$ cat src/logic/adc_regs_pkg.sv
// Shared constants and carrier types for the converter status and identification registers
package adc_regs_pkg;

	localparam int ADDR_W = 6;
	localparam int DATA_W = 16;

	// Register addresses
	localparam logic [5:0] ADDR_IDENT = 6'h00;
	localparam logic [5:0] ADDR_STATUS = 6'h01;
	localparam logic [5:0] ADDR_MODE = 6'h02;

	// Reset values
	localparam logic [15:0] STATUS_RESET = 16'h0500;
	localparam logic [15:0] MODE_RESET = 16'h0510;

	// Identification word fields
	localparam int ID_CHAN_LSB = 8;
	localparam logic [3:0] ID_CHANNEL_COUNT = 4'h2;
	// Arbitrary values, carry no meaning
	localparam logic [3:0] ID_UPPER_NIBBLE = 4'h7;
	localparam logic [7:0] ID_LOW_BYTE = 8'h3c;

	// Status word bit positions
	localparam int ST_LOCK = 15;
	localparam int ST_RESYNC = 14;
	localparam int ST_REGMAP = 13;
	localparam int ST_CRC_ERR = 12;
	localparam int ST_CRC_TYPE = 11;
	localparam int ST_RESET = 10;
	localparam int ST_WLEN_LSB = 8;
	localparam int ST_CH1 = 1;
	localparam int ST_CH0 = 0;

	// Mode word bit positions
	localparam int MD_REG_CRC_EN = 13;
	localparam int MD_RX_CRC_EN = 12;
	localparam int MD_CRC_TYPE = 11;
	localparam int MD_RESET = 10;
	localparam int MD_WLEN_LSB = 8;
	localparam int MD_TIMEOUT = 4;

	// Sticky event flags, index into the flag vector
	localparam int NUM_FLAGS = 5;
	localparam int FL_RESYNC = 0;
	localparam int FL_REGMAP = 1;
	localparam int FL_CRC_ERR = 2;
	localparam int FL_CH0 = 3;
	localparam int FL_CH1 = 4;

	typedef enum logic [1:0] {
		WIDTH_16,
		WIDTH_24,
		WIDTH_32_ZERO,
		WIDTH_32_SIGN
	} word_width_t;

	typedef struct packed {
		logic valid;
		logic write;
		logic [5:0] addr;
		logic [15:0] wdata;
	} reg_req_t;

	typedef struct packed {
		logic locked;
		logic resync_evt;
		logic regmap_crc_chg_evt;
		logic rx_crc_err_evt;
		logic [1:0] new_sample_evt;
		logic [1:0] sample_taken;
	} adc_events_t;

endpackage

$ cat src/logic/sticky_flag.sv
// Sticky flag cell: an event sets it, a clear drops it, the set wins
`timescale 1ns/1ps
`default_nettype none
module sticky_flag #(
	parameter logic RESET_VALUE = 1'b0
) (
	// Clock and reset
	input wire logic clk_in,
	input wire logic rst_n_in,
	// Control
	input wire logic set_in,
	input wire logic clear_in,
	// Flag
	output logic flag_out
);

	always_ff @(posedge clk_in) begin
		if (!rst_n_in) begin
			flag_out <= RESET_VALUE;
		end else if (set_in) begin
			// An event in the clearing cycle must not be lost
			flag_out <= 1'b1;
		end else if (clear_in) begin
			flag_out <= 1'b0;
		end
	end

endmodule
`default_nettype wire

$ cat src/logic/adc_status_id_registers.sv
// Identification, status and mode registers of the two-channel converter
`timescale 1ns/1ps
`default_nettype none
// Overview of operation
// - Address 0 identification word, channel count bits 11:8
// - Identification low byte arbitrary, host ignores it
// - Status at address 1, resets to 0500h
// - Bit 15 shows interface lock, 0 after reset
// - Bit 14 set on every resynchronization
// - Bit 13 set when register-map checksum changes
// - Bit 12 set on input frame checksum error
// - Bit 11 shows checksum type, 0 CCITT
// - Bit 10 set by reset until acknowledged
// - Bits 9:8 show sample word width
// - Bit 1 flags new channel 1 sample
// - Bit 0 flags new channel 0 sample
// - Mode word at address 2, resets 0510h
// - Writing 0 to mode reset bit clears flag
// - Status checksum type mirrors mode selection bit
// - Status word width mirrors mode width field
// - Input checksum errors count only when enabled
module adc_status_id_registers
	import adc_regs_pkg::*;
(
	// Clock and reset
	input wire logic clk_in,
	input wire logic rst_n_in,
	// Register access from the serial frame engine
	input wire adc_regs_pkg::reg_req_t req_in,
	output logic [15:0] rdata_out,
	output logic ack_out,
	// Events from the converter core
	input wire adc_regs_pkg::adc_events_t events_in,
	// Configuration towards the core
	output logic [15:0] mode_out,
	output logic crc_type_ansi_out,
	output logic rx_crc_en_out,
	output logic reg_crc_en_out,
	output adc_regs_pkg::word_width_t word_width_out,
	// Status word as seen by the frame engine
	output logic [15:0] status_out
);

	import adc_regs_pkg::*;

	// Mode word held field by field
	logic [1:0] mode_top_reg;
	logic reg_crc_en_reg;
	logic rx_crc_en_reg;
	logic crc_type_reg;
	logic mode_rst_bit_reg;
	logic [1:0] width_sel_reg;
	logic [7:0] mode_low_reg;
	logic [15:0] mode_reg;
	logic reset_seen_reg;
	logic lock_reg;
	logic [NUM_FLAGS-1:0] flag_set;
	logic [NUM_FLAGS-1:0] flag_clear;
	logic [NUM_FLAGS-1:0] flags;
	logic status_read;
	logic mode_write;
	logic [15:0] status_next;
	logic [15:0] rdata_next;

	function automatic logic [15:0] ident_word();
		ident_word = {ID_UPPER_NIBBLE, ID_CHANNEL_COUNT, ID_LOW_BYTE};
	endfunction

	function automatic logic hit(input reg_req_t r, input logic [5:0] a, input logic wr);
		hit = r.valid && (r.write == wr) && (r.addr == a);
	endfunction

	// Bit 10 always shows the flag, never the stored write value
	function automatic logic [15:0] mode_view(input logic [15:0] m, input logic rs);
		mode_view = {m[15:MD_RESET+1], rs, m[MD_RESET-1:0]};
	endfunction

	// Only a status read acknowledges the resync, map checksum and input checksum flags
	assign status_read = hit(req_in, ADDR_STATUS, 1'b0);
	assign mode_write = hit(req_in, ADDR_MODE, 1'b1);

	// Event sources and their clears
	always_comb begin
		flag_set = '0;
		flag_set[FL_RESYNC] = events_in.resync_evt;
		flag_set[FL_REGMAP] = events_in.regmap_crc_chg_evt;
		flag_set[FL_CRC_ERR] = events_in.rx_crc_err_evt && mode_reg[MD_RX_CRC_EN];
		flag_set[FL_CH0] = events_in.new_sample_evt[0];
		flag_set[FL_CH1] = events_in.new_sample_evt[1];
	end

	// Checksum flags drop when a status read has seen them, sample flags when the core takes the sample
	always_comb begin
		flag_clear = '0;
		flag_clear[FL_RESYNC] = status_read;
		flag_clear[FL_REGMAP] = status_read;
		flag_clear[FL_CRC_ERR] = status_read;
		flag_clear[FL_CH0] = events_in.sample_taken[0];
		flag_clear[FL_CH1] = events_in.sample_taken[1];
	end

	// One sticky cell per event flag
	genvar gi;
	generate
		for (gi = 0; gi < NUM_FLAGS; gi = gi + 1) begin : g_flag
			sticky_flag #(
				.RESET_VALUE(1'b0)
			) u_flag (
				.clk_in(clk_in),
				.rst_n_in(rst_n_in),
				.set_in(flag_set[gi]),
				.clear_in(flag_clear[gi]),
				.flag_out(flags[gi])
			);
		end
	endgenerate

	// Reserved top bits stored as written
	always_ff @(posedge clk_in) begin
		if (!rst_n_in) begin
			mode_top_reg <= MODE_RESET[15:MD_REG_CRC_EN+1];
		end else if (mode_write) begin
			mode_top_reg <= req_in.wdata[15:MD_REG_CRC_EN+1];
		end
	end

	// Register map checksum enable
	always_ff @(posedge clk_in) begin
		if (!rst_n_in) begin
			reg_crc_en_reg <= MODE_RESET[MD_REG_CRC_EN];
		end else if (mode_write) begin
			reg_crc_en_reg <= req_in.wdata[MD_REG_CRC_EN];
		end
	end

	// Input frame checking enable, off after reset
	always_ff @(posedge clk_in) begin
		if (!rst_n_in) begin
			rx_crc_en_reg <= MODE_RESET[MD_RX_CRC_EN];
		end else if (mode_write) begin
			rx_crc_en_reg <= req_in.wdata[MD_RX_CRC_EN];
		end
	end

	// Checksum type selection
	always_ff @(posedge clk_in) begin
		if (!rst_n_in) begin
			crc_type_reg <= MODE_RESET[MD_CRC_TYPE];
		end else if (mode_write) begin
			crc_type_reg <= req_in.wdata[MD_CRC_TYPE];
		end
	end

	// Reset bit as written; the flag itself lives apart
	always_ff @(posedge clk_in) begin
		if (!rst_n_in) begin
			mode_rst_bit_reg <= MODE_RESET[MD_RESET];
		end else if (mode_write) begin
			mode_rst_bit_reg <= req_in.wdata[MD_RESET];
		end
	end

	// Word width selection, 24 bits after reset
	always_ff @(posedge clk_in) begin
		if (!rst_n_in) begin
			width_sel_reg <= MODE_RESET[MD_WLEN_LSB +: 2];
		end else if (mode_write) begin
			width_sel_reg <= req_in.wdata[MD_WLEN_LSB +: 2];
		end
	end

	// Low byte stored as written
	always_ff @(posedge clk_in) begin
		if (!rst_n_in) begin
			mode_low_reg <= MODE_RESET[MD_WLEN_LSB-1:0];
		end else if (mode_write) begin
			mode_low_reg <= req_in.wdata[MD_WLEN_LSB-1:0];
		end
	end

	assign mode_reg = {mode_top_reg, reg_crc_en_reg, rx_crc_en_reg, crc_type_reg, mode_rst_bit_reg,
		width_sel_reg, mode_low_reg};

	// Reset-occurred flag: only a written 0 acknowledges it
	always_ff @(posedge clk_in) begin
		if (!rst_n_in) begin
			reset_seen_reg <= STATUS_RESET[ST_RESET];
		end else if (mode_write && !req_in.wdata[MD_RESET]) begin
			reset_seen_reg <= 1'b0;
		end
	end

	// Lock level comes from same-clock logic, registered once
	always_ff @(posedge clk_in) begin
		if (!rst_n_in) begin
			lock_reg <= STATUS_RESET[ST_LOCK];
		end else begin
			lock_reg <= events_in.locked;
		end
	end

	// Status assembly, reserved bits forced low
	always_comb begin
		status_next = '0;
		status_next[ST_LOCK] = lock_reg;
		status_next[ST_RESYNC] = flags[FL_RESYNC];
		status_next[ST_REGMAP] = flags[FL_REGMAP];
		status_next[ST_CRC_ERR] = flags[FL_CRC_ERR];
		status_next[ST_CRC_TYPE] = mode_reg[MD_CRC_TYPE];
		status_next[ST_RESET] = reset_seen_reg;
		status_next[ST_WLEN_LSB +: 2] = mode_reg[MD_WLEN_LSB +: 2];
		status_next[ST_CH1] = flags[FL_CH1];
		status_next[ST_CH0] = flags[FL_CH0];
	end

	// Read decode; writes to read-only words fall through untouched
	always_comb begin
		rdata_next = '0;
		if (req_in.valid && !req_in.write) begin
			unique case (req_in.addr)
				ADDR_IDENT: rdata_next = ident_word();
				ADDR_STATUS: rdata_next = status_next;
				ADDR_MODE: rdata_next = mode_view(mode_reg, reset_seen_reg);
				default: rdata_next = '0;
			endcase
		end
	end

	// Read data, one cycle after the request
	always_ff @(posedge clk_in) begin
		if (!rst_n_in) begin
			rdata_out <= '0;
		end else begin
			rdata_out <= rdata_next;
		end
	end

	// Every address acknowledged, so a host never stalls on a bad one
	always_ff @(posedge clk_in) begin
		if (!rst_n_in) begin
			ack_out <= 1'b0;
		end else begin
			ack_out <= req_in.valid;
		end
	end

	// Mode word as read back
	always_ff @(posedge clk_in) begin
		if (!rst_n_in) begin
			mode_out <= MODE_RESET;
		end else begin
			mode_out <= mode_view(mode_reg, reset_seen_reg);
		end
	end

	// Checksum type towards the core
	always_ff @(posedge clk_in) begin
		if (!rst_n_in) begin
			crc_type_ansi_out <= MODE_RESET[MD_CRC_TYPE];
		end else begin
			crc_type_ansi_out <= mode_reg[MD_CRC_TYPE];
		end
	end

	// Input frame checking enable towards the core
	always_ff @(posedge clk_in) begin
		if (!rst_n_in) begin
			rx_crc_en_out <= MODE_RESET[MD_RX_CRC_EN];
		end else begin
			rx_crc_en_out <= mode_reg[MD_RX_CRC_EN];
		end
	end

	// Register map checksum enable towards the core
	always_ff @(posedge clk_in) begin
		if (!rst_n_in) begin
			reg_crc_en_out <= MODE_RESET[MD_REG_CRC_EN];
		end else begin
			reg_crc_en_out <= mode_reg[MD_REG_CRC_EN];
		end
	end

	// Sample word width towards the core
	always_ff @(posedge clk_in) begin
		if (!rst_n_in) begin
			word_width_out <= word_width_t'(MODE_RESET[MD_WLEN_LSB +: 2]);
		end else begin
			word_width_out <= word_width_t'(mode_reg[MD_WLEN_LSB +: 2]);
		end
	end

	// Status word, one cycle behind the flags; a read sees the fresher copy
	always_ff @(posedge clk_in) begin
		if (!rst_n_in) begin
			status_out <= STATUS_RESET;
		end else begin
			status_out <= status_next;
		end
	end

endmodule
`default_nettype wire

$ cat config.mk
export PLATFORM = sky130hd
export DESIGN_NAME = adc_status_id_registers
export DESIGN_NICKNAME = d
export VERILOG_FILES = /design/src/logic/adc_regs_pkg.sv /design/src/logic/sticky_flag.sv /design/src/logic/adc_status_id_registers.sv
export SDC_FILE = /design/constraint.sdc
export NUM_CORES = 1
export LEC_CHECK = 0
export BUFFER_PORTS_ARGS = -buffer_cell sky130_fd_sc_hd__buf_2
export CAP_MARGIN = 20
export CORE_ASPECT_RATIO = 0.8
export CORE_MARGIN = 10
export CORE_UTILIZATION = 35
export CTS_CLUSTER_SIZE = 14
export DETAILED_ROUTE_END_ITERATION = 16
export MAX_ROUTING_LAYER = met4
export PLACE_DENSITY_LB_ADDON = 0.2
export SLEW_MARGIN = 30
export SYNTH_ARGS = -nofsm -noshare
export SYNTH_HDL_FRONTEND = slang
export SYNTH_HIERARCHICAL = 1
export SYNTH_SLANG_ARGS = --single-unit
$ cat constraint.sdc
create_clock -name clk_in -period 1.89 [get_ports clk_in]
set_input_delay 0 -clock clk_in [delete_from_list [all_inputs] [get_ports clk_in]]
set_output_delay 0 -clock clk_in [all_outputs]
set_load 0.02 [all_outputs]
Yosys cells after proc, flatten, opt, wreduce, memory -nomap -nowiden --
Cells that the tools add are included.
Storage, ports and cells: register bits after elaboration 76, word-level logic and storage cells 50, output and inout bits 54, input port bits 34
Operators by class: reduce and logical (&&, ||, !) cells 16, muxes and demuxes 9, bitwise operators 1, equality and inequality tests 2
Operator list (count):
- one-hot mux 16 bit (3 select lines) | 1
- nonzero test 2 bit | 5
- two-way mux 1 bit | 8
- logical AND 1 bit | 7
- equality test 6 x 1 -> 1 bit (second input constant) | 1
- equality test 6 x 2 -> 1 bit (second input constant) | 1
- logical NOT 6 bit | 1
- logical NOT 1 bit | 2
- AND reduction 2 bit | 1
- inverter 1 bit | 1

Longest topological paths before layout --
Gate-level depths: netlist of the first run.
depth after elaboration 5, depth in mapped cells 5

Modules after synthesis --
Netlist of the first run, hierarchy kept.
Modules (own cells, without submodules):
- adc_status_id_registers | area each 1963.1 um2, cells each 199, times used 1
- sticky_flag | area each 41.3 um2, cells each 3, times used 5

Worst setup path after synthesis of the first run --
Ideal clock, no wire load.
path kind input to register, start input req_in[21] in the netlist's numbering, end register g_flag[0].u_flag.flag_out, required time 1.775 ns, arrival 1.408 ns, library setup time 0.115 ns, cell stages on the path 4, path slack 0.368 ns, path buffers 0, cells stage by stage or4_4 > nor3_1 > nor2b_4 > o21a_1
On the way: word-level cells in the longest chain between the ends 3
Ends and longest elaborated chain:
- from (decl) | line adc_status_id_registers.sv:29 | input wire adc_regs_pkg::reg_req_t req_in,
- equality test 6 x 1 -> 1 bit | line adc_status_id_registers.sv:70 | hit = r.valid && (r.write == wr) && (r.addr == a);
- logical AND 1 bit | line adc_status_id_registers.sv:70
- via status_read | line adc_status_id_registers.sv:60 | logic status_read;
- nonzero test 2 bit (no source line)
- to (signal assigned) | line sticky_flag.sv:19 | flag_out <= RESET_VALUE;
- to (signal assigned) | line sticky_flag.sv:22 | flag_out <= 1'b1;
- to (signal assigned) | line sticky_flag.sv:24 | flag_out <= 1'b0;
- to (decl) | line sticky_flag.sv:14 | output logic flag_out
The timed path passes the listed nets, and every way through them passes these cells. A chain may end at the register's enable or synchronous reset.

Final worst setup path of the first run --
start input req_in[23] in the netlist's numbering, end register mode_top_reg[0]
On the way: word-level cells in the longest chain between the ends 2
Ends and longest elaborated chain:
- logical AND 1 bit (2 in a row) | line adc_status_id_registers.sv:70
- to (signal assigned) | line adc_status_id_registers.sv:121 | mode_top_reg <= MODE_RESET[15:MD_REG_CRC_EN+1];
- to (signal assigned) | line adc_status_id_registers.sv:123 | mode_top_reg <= req_in.wdata[15:MD_REG_CRC_EN+1];
- to (decl) | line adc_status_id_registers.sv:47 | logic [1:0] mode_top_reg;
No other way between the ends.

==> results.yml, run 1 <==
drt:
  num_vias: 1682
  antenna_left: 0
  drt-pass1-iter-count: 5
  post_drt_wl_per_cell_um: 13.1
  drc: 0
  first_iter_violations: 54
  routed_wl_um: 5300
  detail_route.vias_per_cell: 4.15
synth:
  ys_types: 30
  yosys.area_share.adder_pct: 0
  synthesis.instances: 214
  yosys.area.top_type_share_pct: 56.3
  synth-simple-area-share_pct: 18.9
  synth.area.top_cells: "dfxtp_1 56%, mux2i_1 6.0%, buf_4 5.5%"
  synth_xor_area_share_pct: 0
  yosys_warnings: 6
  ys_seq_elements: 61
  avgSynthCellArea_um2: 10.1
  synth_top_area_cell: "dfxtp_1"
  synth_compound_area_share_pct: 6.57
  syn_area_um2: 2170
  synth_top_family_by_area: "simple AND/OR/NAND/NOR gates"
  synthMuxAreaShare_pct: 7.04
  yosysSeqAreaShare_pct: 56.3
die:
  fp.dieH_um: 90.4
  die_area_um2: 9770
  start_util_pct: 36.3
  core_um2: 5970
  fp.dieW_um: 108
  io_pins: 88
  num_rows: 25
power_and_ir_drop:
  power.total_mw: 2.48
  peakVddDrop_uv: 353
  power.internal_mw: 1.95
  p_sw_share_pct: 21.6
  leakagePower_nw: 1.49
  power.switching_mw: 0.537
  p_comb_share_pct: 7.5
  powerDensity_nw_per_um2: 827
  pwr-share-clk_pct: 39.8
  pwr-share-seq_pct: 52.7
place:
  dp_cells: 364
  hpwlAfterDp_um: 3840
  portBuffers: 81
  globalplace.congestion: 0.783
hold_path:
  min_path_type: "in2reg"
worst_setup_path:
  slowest_stage: "dlygate4sd3_1"
  cp.arrival_ns: 1.62
  required_ns: 2.14
  reg2reg_from: "g_flag[3].u_flag/flag_out"
  crit_path_end: "mode_top_reg[0]"
  critPathLaunchType: "primary input"
  crit_start: "req_in[23]"
  slowest_delay_ns: 0.52
  path_class: "in2reg"
  end_kind: "flop"
  crit_chain: "dlygate4sd3_1 -> buf_2 -> and4_1 -> buf_4 -> mux2i_1"
  reg2reg_slack_ns: 0.62
  rr_worst_depth: 3
  crit_fanout: 8
  worstReg2RegEnd: "g_flag[3].u_flag/flag_out"
grt:
  grt_first_pass_wirelength_um: 8450
  grt_pass1_vias: 1787
  met2_usage_pct: 15.4
  grt_most_used_layer: "met2"
  grt-ovfl-total: 0
  use_met3_pct: 6.21
  grt_start_max_net_pins: 26
  grt.total_usage_pct: 11.3
  antenna_found_initial: 0
  met1_usage_pct: 13.7
cells_and_area:
  fin_cells: 405
  nFillCells: 563
  multi_input_comb_area_um2: 727
  area_delta_synth_final_pct: 38.3
  final_util_pct: 50.2
  ff_latch_area_um2: 1220
  diodes: 0
  layout-drive-gt1-share_pct: 34.3
  nets: 353
clock_tree:
  clk_pin_slew_ns: 0.06
  h-tree-depth: 3
  cts_buffers: 9
  tritoncts: "yes"
  cts_root_buffer: "clkbuf_8"
  clk_latency_ns: 0.32
  post_cts_buffers: 0
  cts.sinks: 61
  cts_buffer_depth: 2
run:
  cap_viol_max_count: 0
sta:
  fin_crit_sh_pct: 72.6
  whs_ns: 0.0442
  clock.fmax_mhz: 729
  finalHoldViolations: 0
  setup_tns_ns: 0
  period_needed_ns: 1.37
  rsz0062_at_grt: "no"
  fin_worst_skew_ns: 0.00578
  slew_violations: 0
  setup_viol: 0
run_status:
  outcome: "complete, no violations"
-- power groups by stage --
stage	registers, mW	clock network, mW	logic [mW]
6_report	1.31	0.989	0.186
5_1_grt	1.31	1.09	0.205
4_1_cts	1.31	1.03	0.187
3_5_place_dp	1.34	0	0.145
3_3_place_gp	1.34	0	0.144
2_1_floorplan	1.34	0	0.0776
-- cell usage in the layout (no fill, tap or decap), drive strengths merged, types with 5 or more instances in the layout --
cell type / instances
a21oi: 8
and2: 8
buf: 87
clkbuf: 15
conb: 6
dfxtp: 61
dlygate4sd3: 25
inv: 21
mux2i: 13
nand2: 32
nand2b: 7
nor2: 6
nor2b: 7
o21a: 5
-- layout make-up --
type	count	area share [%]
Sequential cell	61	40.7
Inverter	21	2.63
Tap cell	81	3.38
Multi-Input combinational cell	114	24.2
Clock inverter	1	0.167
Timing Repair Buffer	112	23.4
Clock buffer	15	5.55
-- worst min path at each step --
stage / from / endpoint / slack (ns) / cells after the start
5_1_grt: req_in[16] / rdata_out[14] / 0.05 / 3
6_report: req_in[22] / reset_seen_reg / 0.04 / 3
3_3_place_gp: events_in[3] / g_flag[4].u_flag/flag_out / 0.21 / 2
2_1_floorplan: rst_n_in / mode_out[8] / 0.09 / 1
3_5_place_dp: events_in[7] / lock_reg / 0.21 / 2
4_1_cts: req_in[22] / reset_seen_reg / 0.02 / 3
-- synth_stat cells --
master / n
a21o_1: 3
a21oi_1: 5
a21oi_2: 3
a22oi_1: 3
and2_1: 8
and3_1: 3
and4_1: 2
buf_1: 1
buf_4: 16
buf_6: 2
clkbuf_1: 4
conb_1: 1
dfxtp_1: 61
inv_1: 21
mux2_2: 2
mux2i_1: 13
nand2_1: 32
nand2b_1: 7
nand3_1: 1
nor2_1: 6
nor2b_1: 2
nor2b_4: 5
nor3_1: 2
nor4_1: 1
nor4bb_1: 1
o21a_1: 5
o31a_1: 1
or2_2: 1
or3_1: 1
or4_4: 1
-- critical path, delay by kind of cell --
| kind | cells | cell delay [ns] |
|---|---|---|
| buffers and inverters | 3 | 0.93 |
| multiplexers | 1 | 0.19 |
| AND/OR/NAND/NOR | 1 | 0.48 |
-- through the flow --
stage	cell area, µm²	setup WS, ns
finish	3000	0.518
global route	3000	0.437
CTS	3000	0.527
detailed placement	2580	0.257
global placement	2580	0.380
floorplan	2190	0.368
-- cells by family (layout without fill, tap and decap cells) --
group	after synthesis	count (layout)
simple gates	73	73
flops	61	61
buf+inv	44	149
compound gates	20	20
mux	15	15
other cells	1	6
-- per-layer routing --
metal | share of wire, % | vias to the layer above
met5 | 0 | -
met4 | 0.83 | 0
met3 | 9.3 | 4
met2 | 41 | 75
met1 | 49 | 739
li1 | - | 864
-- timing repair --
| item | in CTS | in global routing |
|---|---|---|
| hold buffers | 25 | 0 |
| hold endpoints to repair | 23 | 0 |
| gates resized for setup | 0 | 0 |
Note: power is estimated with default switching activity, not from simulation.
==> inputs of run 2 (changes only) <==
==> constraint.sdc (replaced) <==
create_clock -name clk_in -period 1.2 [get_ports clk_in]
set_input_delay 0 -clock clk_in [delete_from_list [all_inputs] [get_ports clk_in]]
set_output_delay 0 -clock clk_in [all_outputs]
set_load 0.02 [all_outputs]
==> run 2 against run 1 <==
  * Non-clock buffer count increased by 6
  * Total power increased by 71%
  * Final area is 4.5% higher
  * Critical endpoint is now ack_out
  * Largest power group unchanged
==> results.yml, run 2 (same netlist as run 1, synthesis figures left out) <==
sta:
  fin_crit_sh_pct: 94.3
  setup_ws_ns: 0.0688
  finalHoldViolations: 0
  fin_worst_skew_ns: 0.00669
  clock.fmax_mhz: 884
  setup_viol: 0
  slew_violations: 0
  rsz0062_at_grt: "no"
  setup_tns_ns: 0
  period_needed_ns: 1.13
place:
  hpwlAfterDp_um: 3990
  globalplace.congestion: 0.775
  place_ws_ns: -0.241
  dpl_cell_area_um2: 2650
  portBuffers: 81
power_and_ir_drop:
  leakagePower_nw: 1.56
  powerDensity_nw_per_um2: 1350
  peakVddDrop_uv: 691
  power.total_mw: 4.24
grt:
  antenna_found_initial: 0
  grt_pass1_vias: 1787
  met1_usage_pct: 15.5
  grt_start_max_net_pins: 26
  grt_most_used_layer: "met1"
  met2_usage_pct: 15.5
  grt-ovfl-total: 0
  grt.total_usage_pct: 11.9
  grt_first_pass_wirelength_um: 8910
  use_met3_pct: 5.71
clock_tree:
  cts_root_buffer: "clkbuf_8"
  cts_buffers: 9
  clk_pin_slew_ns: 0.07
  h-tree-depth: 3
  clk_latency_ns: 0.33
  tritoncts: "yes"
  cts.sinks: 61
  cts_buffer_depth: 2
die:
  start_util_pct: 36.3
  die_area_um2: 9770
  fp.dieH_um: 90.4
  core_um2: 5970
  fp.dieW_um: 108
  io_pins: 88
  num_rows: 25
cells_and_area:
  layout_commonest_cell: "buf_2"
  area_delta_synth_final_pct: 44.5
  nFillCells: 585
  layout-drive-gt1-share_pct: 38.8
  final_util_pct: 52.5
  multi_input_comb_area_um2: 762
  ff_latch_area_um2: 1220
  final_design_area_no_fill_um2: 3140
  layout_common_cells: "81 x buf_2, 61 x dfxtp_1, 30 x nand2_1"
  diodes: 0
  nets: 359
run:
  cap_viol_max_count: 0
worst_setup_path:
  end_kind: "flop"
  required_ns: 1.43
  reg2reg_slack_ns: 0.38
  cp.arrival_ns: 1.36
  path_class: "in2reg"
  crit_fanout: 4
  critPathLaunchType: "primary input"
drt:
  detail_route.vias_per_cell: 4.14
  post_drt_wl_per_cell_um: 13.2
  num_vias: 1701
  drc: 0
  first_iter_violations: 59
  drt-pass1-iter-count: 4
  routed_wl_um: 5440
  antenna_left: 0
run_status:
  outcome: "complete, no violations"
hold_path:
  min_path_type: "in2reg"
==> run 2: worst paths after layout <==
check	startpoint	end	cells past startpoint
setup / recovery	req_in[23]	ack_out	5
hold / removal	events_in[4]	g_flag[2].u_flag/flag_out	3
hold reg to reg	mode_low_reg[6]	rdata_out[6]	2
setup reg to reg	width_sel_reg[0]	width_sel_reg[0]	2
==> run 2: critical path, stage by stage <==
cell           delay, ns
dlygate4sd3_1       0.54
buf_2               0.15
nand2_2             0.08
dlygate4sd3_1       0.55
inv_1               0.04
==> run 2: per-stage QoR <==
stage,std cells,hold slack (ns)
2_1_floorplan,219,0.0906
3_3_place_gp,370,0.209
3_5_place_dp,370,0.213
4_1_cts,411,0.00786
5_1_grt,411,0.0283
6_report,411,0.0250
==> run 2: area by class of cell <==
class	count	area share, %
Tap cell	81	3.23
Multi-Input combinational cell	114	24.3
Clock buffer	12	5.27
Clock inverter	4	1.44
Inverter	21	2.51
Sequential cell	61	38.9
Timing Repair Buffer	118	24.3
==> run 2: power by group <==
group	switching [mW]	internal (mW)	leakage (nW)
clock	0.752	1.12	0.112
combinational	0.146	0.164	0.949
sequential	0.00991	2.05	0.494
==> run 2: per-layer routing <==
layer / up-vias / wire length, µm / share of wire, %
met1: 751 / 2790 / 51
li1: 878 / - / -
met3: 4 / 422 / 7.8
met2: 68 / 2190 / 40
met5: - / 0 / 0
met4: 0 / 33 / 0.61
==> run 2: timing repair <==
action                                  CTS  global route
endpoints found under the hold margin    22             0
hold buffers                             25             0
gates resized for setup                   0             6
endpoints found under the setup margin    0            22
setup buffers                             0             0
==> inputs of run 3 (changes only) <==
--- a/config.mk
+++ b/config.mk
@@ -7,9 +7,11 @@
 export LEC_CHECK = 0
 export BUFFER_PORTS_ARGS = -buffer_cell sky130_fd_sc_hd__buf_2
 export CAP_MARGIN = 20
+export CELL_PAD_IN_SITES_DETAIL_PLACEMENT = 0
+export CELL_PAD_IN_SITES_GLOBAL_PLACEMENT = 1
 export CORE_ASPECT_RATIO = 0.8
 export CORE_MARGIN = 10
-export CORE_UTILIZATION = 35
+export CORE_UTILIZATION = 31
 export CTS_CLUSTER_SIZE = 14
 export DETAILED_ROUTE_END_ITERATION = 16
 export MAX_ROUTING_LAYER = met4
==> run 3 against run 2 <==
  * Critical endpoint unchanged
  * Die area increased by 10%
  * Global-route usage is 1.2 points lower
  * Largest cell class unchanged
  * Utilization decreased by 7.3 points
  * Critical path depth did not move
  * Register-to-register slack lost 0.02 ns
==> results.yml, run 3 (same netlist as run 1, synthesis figures left out) <==
power_and_ir_drop:
  powerDensity_nw_per_um2: 1250
  peakVddDrop_uv: 693
  power.total_mw: 3.87
  leakagePower_nw: 1.53
worst_setup_path:
  required_ns: 1.43
  slowest_delay_ns: 0.58
  crit_start: "req_in[23]"
  path_class: "in2reg"
  slowest_stage: "dlygate4sd3_1"
  crit_fanout: 4
  crit_chain: "dlygate4sd3_1 -> buf_2 -> nand2_1 -> dlygate4sd3_1 -> inv_1"
  end_kind: "flop"
  crit_top_cell: "dlygate4sd3_1"
  reg2reg_from: "width_sel_reg[0]"
  rr_worst_depth: 2
  cp.arrival_ns: 1.42
  critPathLaunchType: "primary input"
drt:
  routed_wl_um: 5480
  post_drt_wl_per_cell_um: 13.1
  num_vias: 1695
  antenna_left: 0
  first_iter_violations: 38
  drt-pass1-iter-count: 4
  drc: 0
  detail_route.vias_per_cell: 4.06
cells_and_area:
  area_delta_synth_final_pct: 43.0
  layout-drive-gt1-share_pct: 36.7
  ff_latch_area_um2: 1220
  layout_commonest_cell: "buf_2"
  layout_common_cells: "81 x buf_2, 61 x dfxtp_1, 31 x nand2_1"
  nets: 360
  multi_input_comb_area_um2: 753
  nFillCells: 702
  final_util_pct: 45.2
  diodes: 0
grt:
  met1_usage_pct: 12.8
  met2_usage_pct: 15.3
  grt_first_pass_wirelength_um: 8770
  grt_start_max_net_pins: 26
  grt-ovfl-total: 0
  antenna_found_initial: 0
  grt_pass1_vias: 1788
  use_met3_pct: 4.63
  grt_most_used_layer: "met2"
  grt.total_usage_pct: 10.7
die:
  start_util_pct: 31.6
  num_rows: 27
  fp.dieH_um: 94.8
  core_um2: 6860
  fp.dieW_um: 114
  die_area_um2: 10800
  io_pins: 88
sta:
  setup_viol: 0
  setup_ws_ns: 0.0172
  slew_violations: 0
  clock.fmax_mhz: 845
  rsz0062_at_grt: "yes"
  fin_worst_skew_ns: 0.00650
  fin_crit_sh_pct: 98.6
  period_needed_ns: 1.18
  whs_ns: 0.0421
  finalHoldViolations: 0
clock_tree:
  clk_latency_ns: 0.33
  cts_root_buffer: "clkbuf_8"
  clk_pin_slew_ns: 0.07
  cts.sinks: 61
  h-tree-depth: 3
  post_cts_buffers: 0
  cts_buffers: 9
  cts_buffer_depth: 2
  tritoncts: "yes"
place:
  hpwlAfterDp_um: 4190
  portBuffers: 81
  globalplace.congestion: 0.719
  place_ws_ns: -0.231
hold_path:
  min_path_type: "in2reg"
  worstHoldPathCells: 3
  hold_path_startpoint: "req_in[17]"
run:
  cap_viol_max_count: 0
run_status:
  outcome: "complete, no violations"
run 3: changes by cell type in the layout (fill, tap and decap cells not counted):
cell and delta:
or3_4 -1, dlygate4sd3_1 +1, nand2_1 +1, clkbuf_8 -2, and4_2 -1, and4_1 +1, bufinv_16 -1, nand2_2 -1
buf_12 +1, buf_6 -1, clkinv_2 -1, clkbuf_1 +3, or3_1 +1
run 3: repair_timing:
action / in CTS / in global routing
hold buffers: 26 / 0
gates resized for setup: 0 / 2
endpoints found under the hold margin: 23 / 0
setup endpoints to repair: 0 / 6
run 3: where the power goes:
group          switching [mW]  leakage [nW]  internal [mW]  total, mW
clock                   0.713        0.0833          0.789       1.50
sequential             0.0110         0.494           2.05       2.06
combinational           0.144         0.953          0.165      0.309
run 3: layer usage:
layer	vias to the layer above	wire, µm
li1	879	-
met1	750	2630
met2	57	2410
met3	9	354
met4	0	89
met5	-	0
run 3: layout make-up:
cell class                 count  share of cell area, %
clock buffer                  13                   4.80
clock inverter                 2                  0.323
inverter                      21                   2.54
timing repair buffer         119                   25.2
tap                           87                   3.51
sequential                    61                   39.4
multi-input combinational    114                   24.3
run 3: metrics by stage:
stage	instance area [µm²]	setup TNS, ns	std cells
floorplan	2210	0	219
global placement	2670	-2.93	376
detailed placement	2670	-3.86	376
CTS	3090	0	417
global route	3100	-0.00307	417
finish	3100	0	417
run 3: final timing paths:
| path | end | slack, ns |
|---|---|---|
| min | rdata_out[4] | 0.04 |
| max | ack_out | 0.02 |
| max reg2reg | width_sel_reg[0] | 0.36 |
| min reg2reg | mode_out[4] | 0.45 |
run 3: worst max-delay path: cells and delay by family:
kind / cells / cell delay [ns]
and+or+nand+nor: 1 / 0.11
buffers and inverters: 4 / 1.30
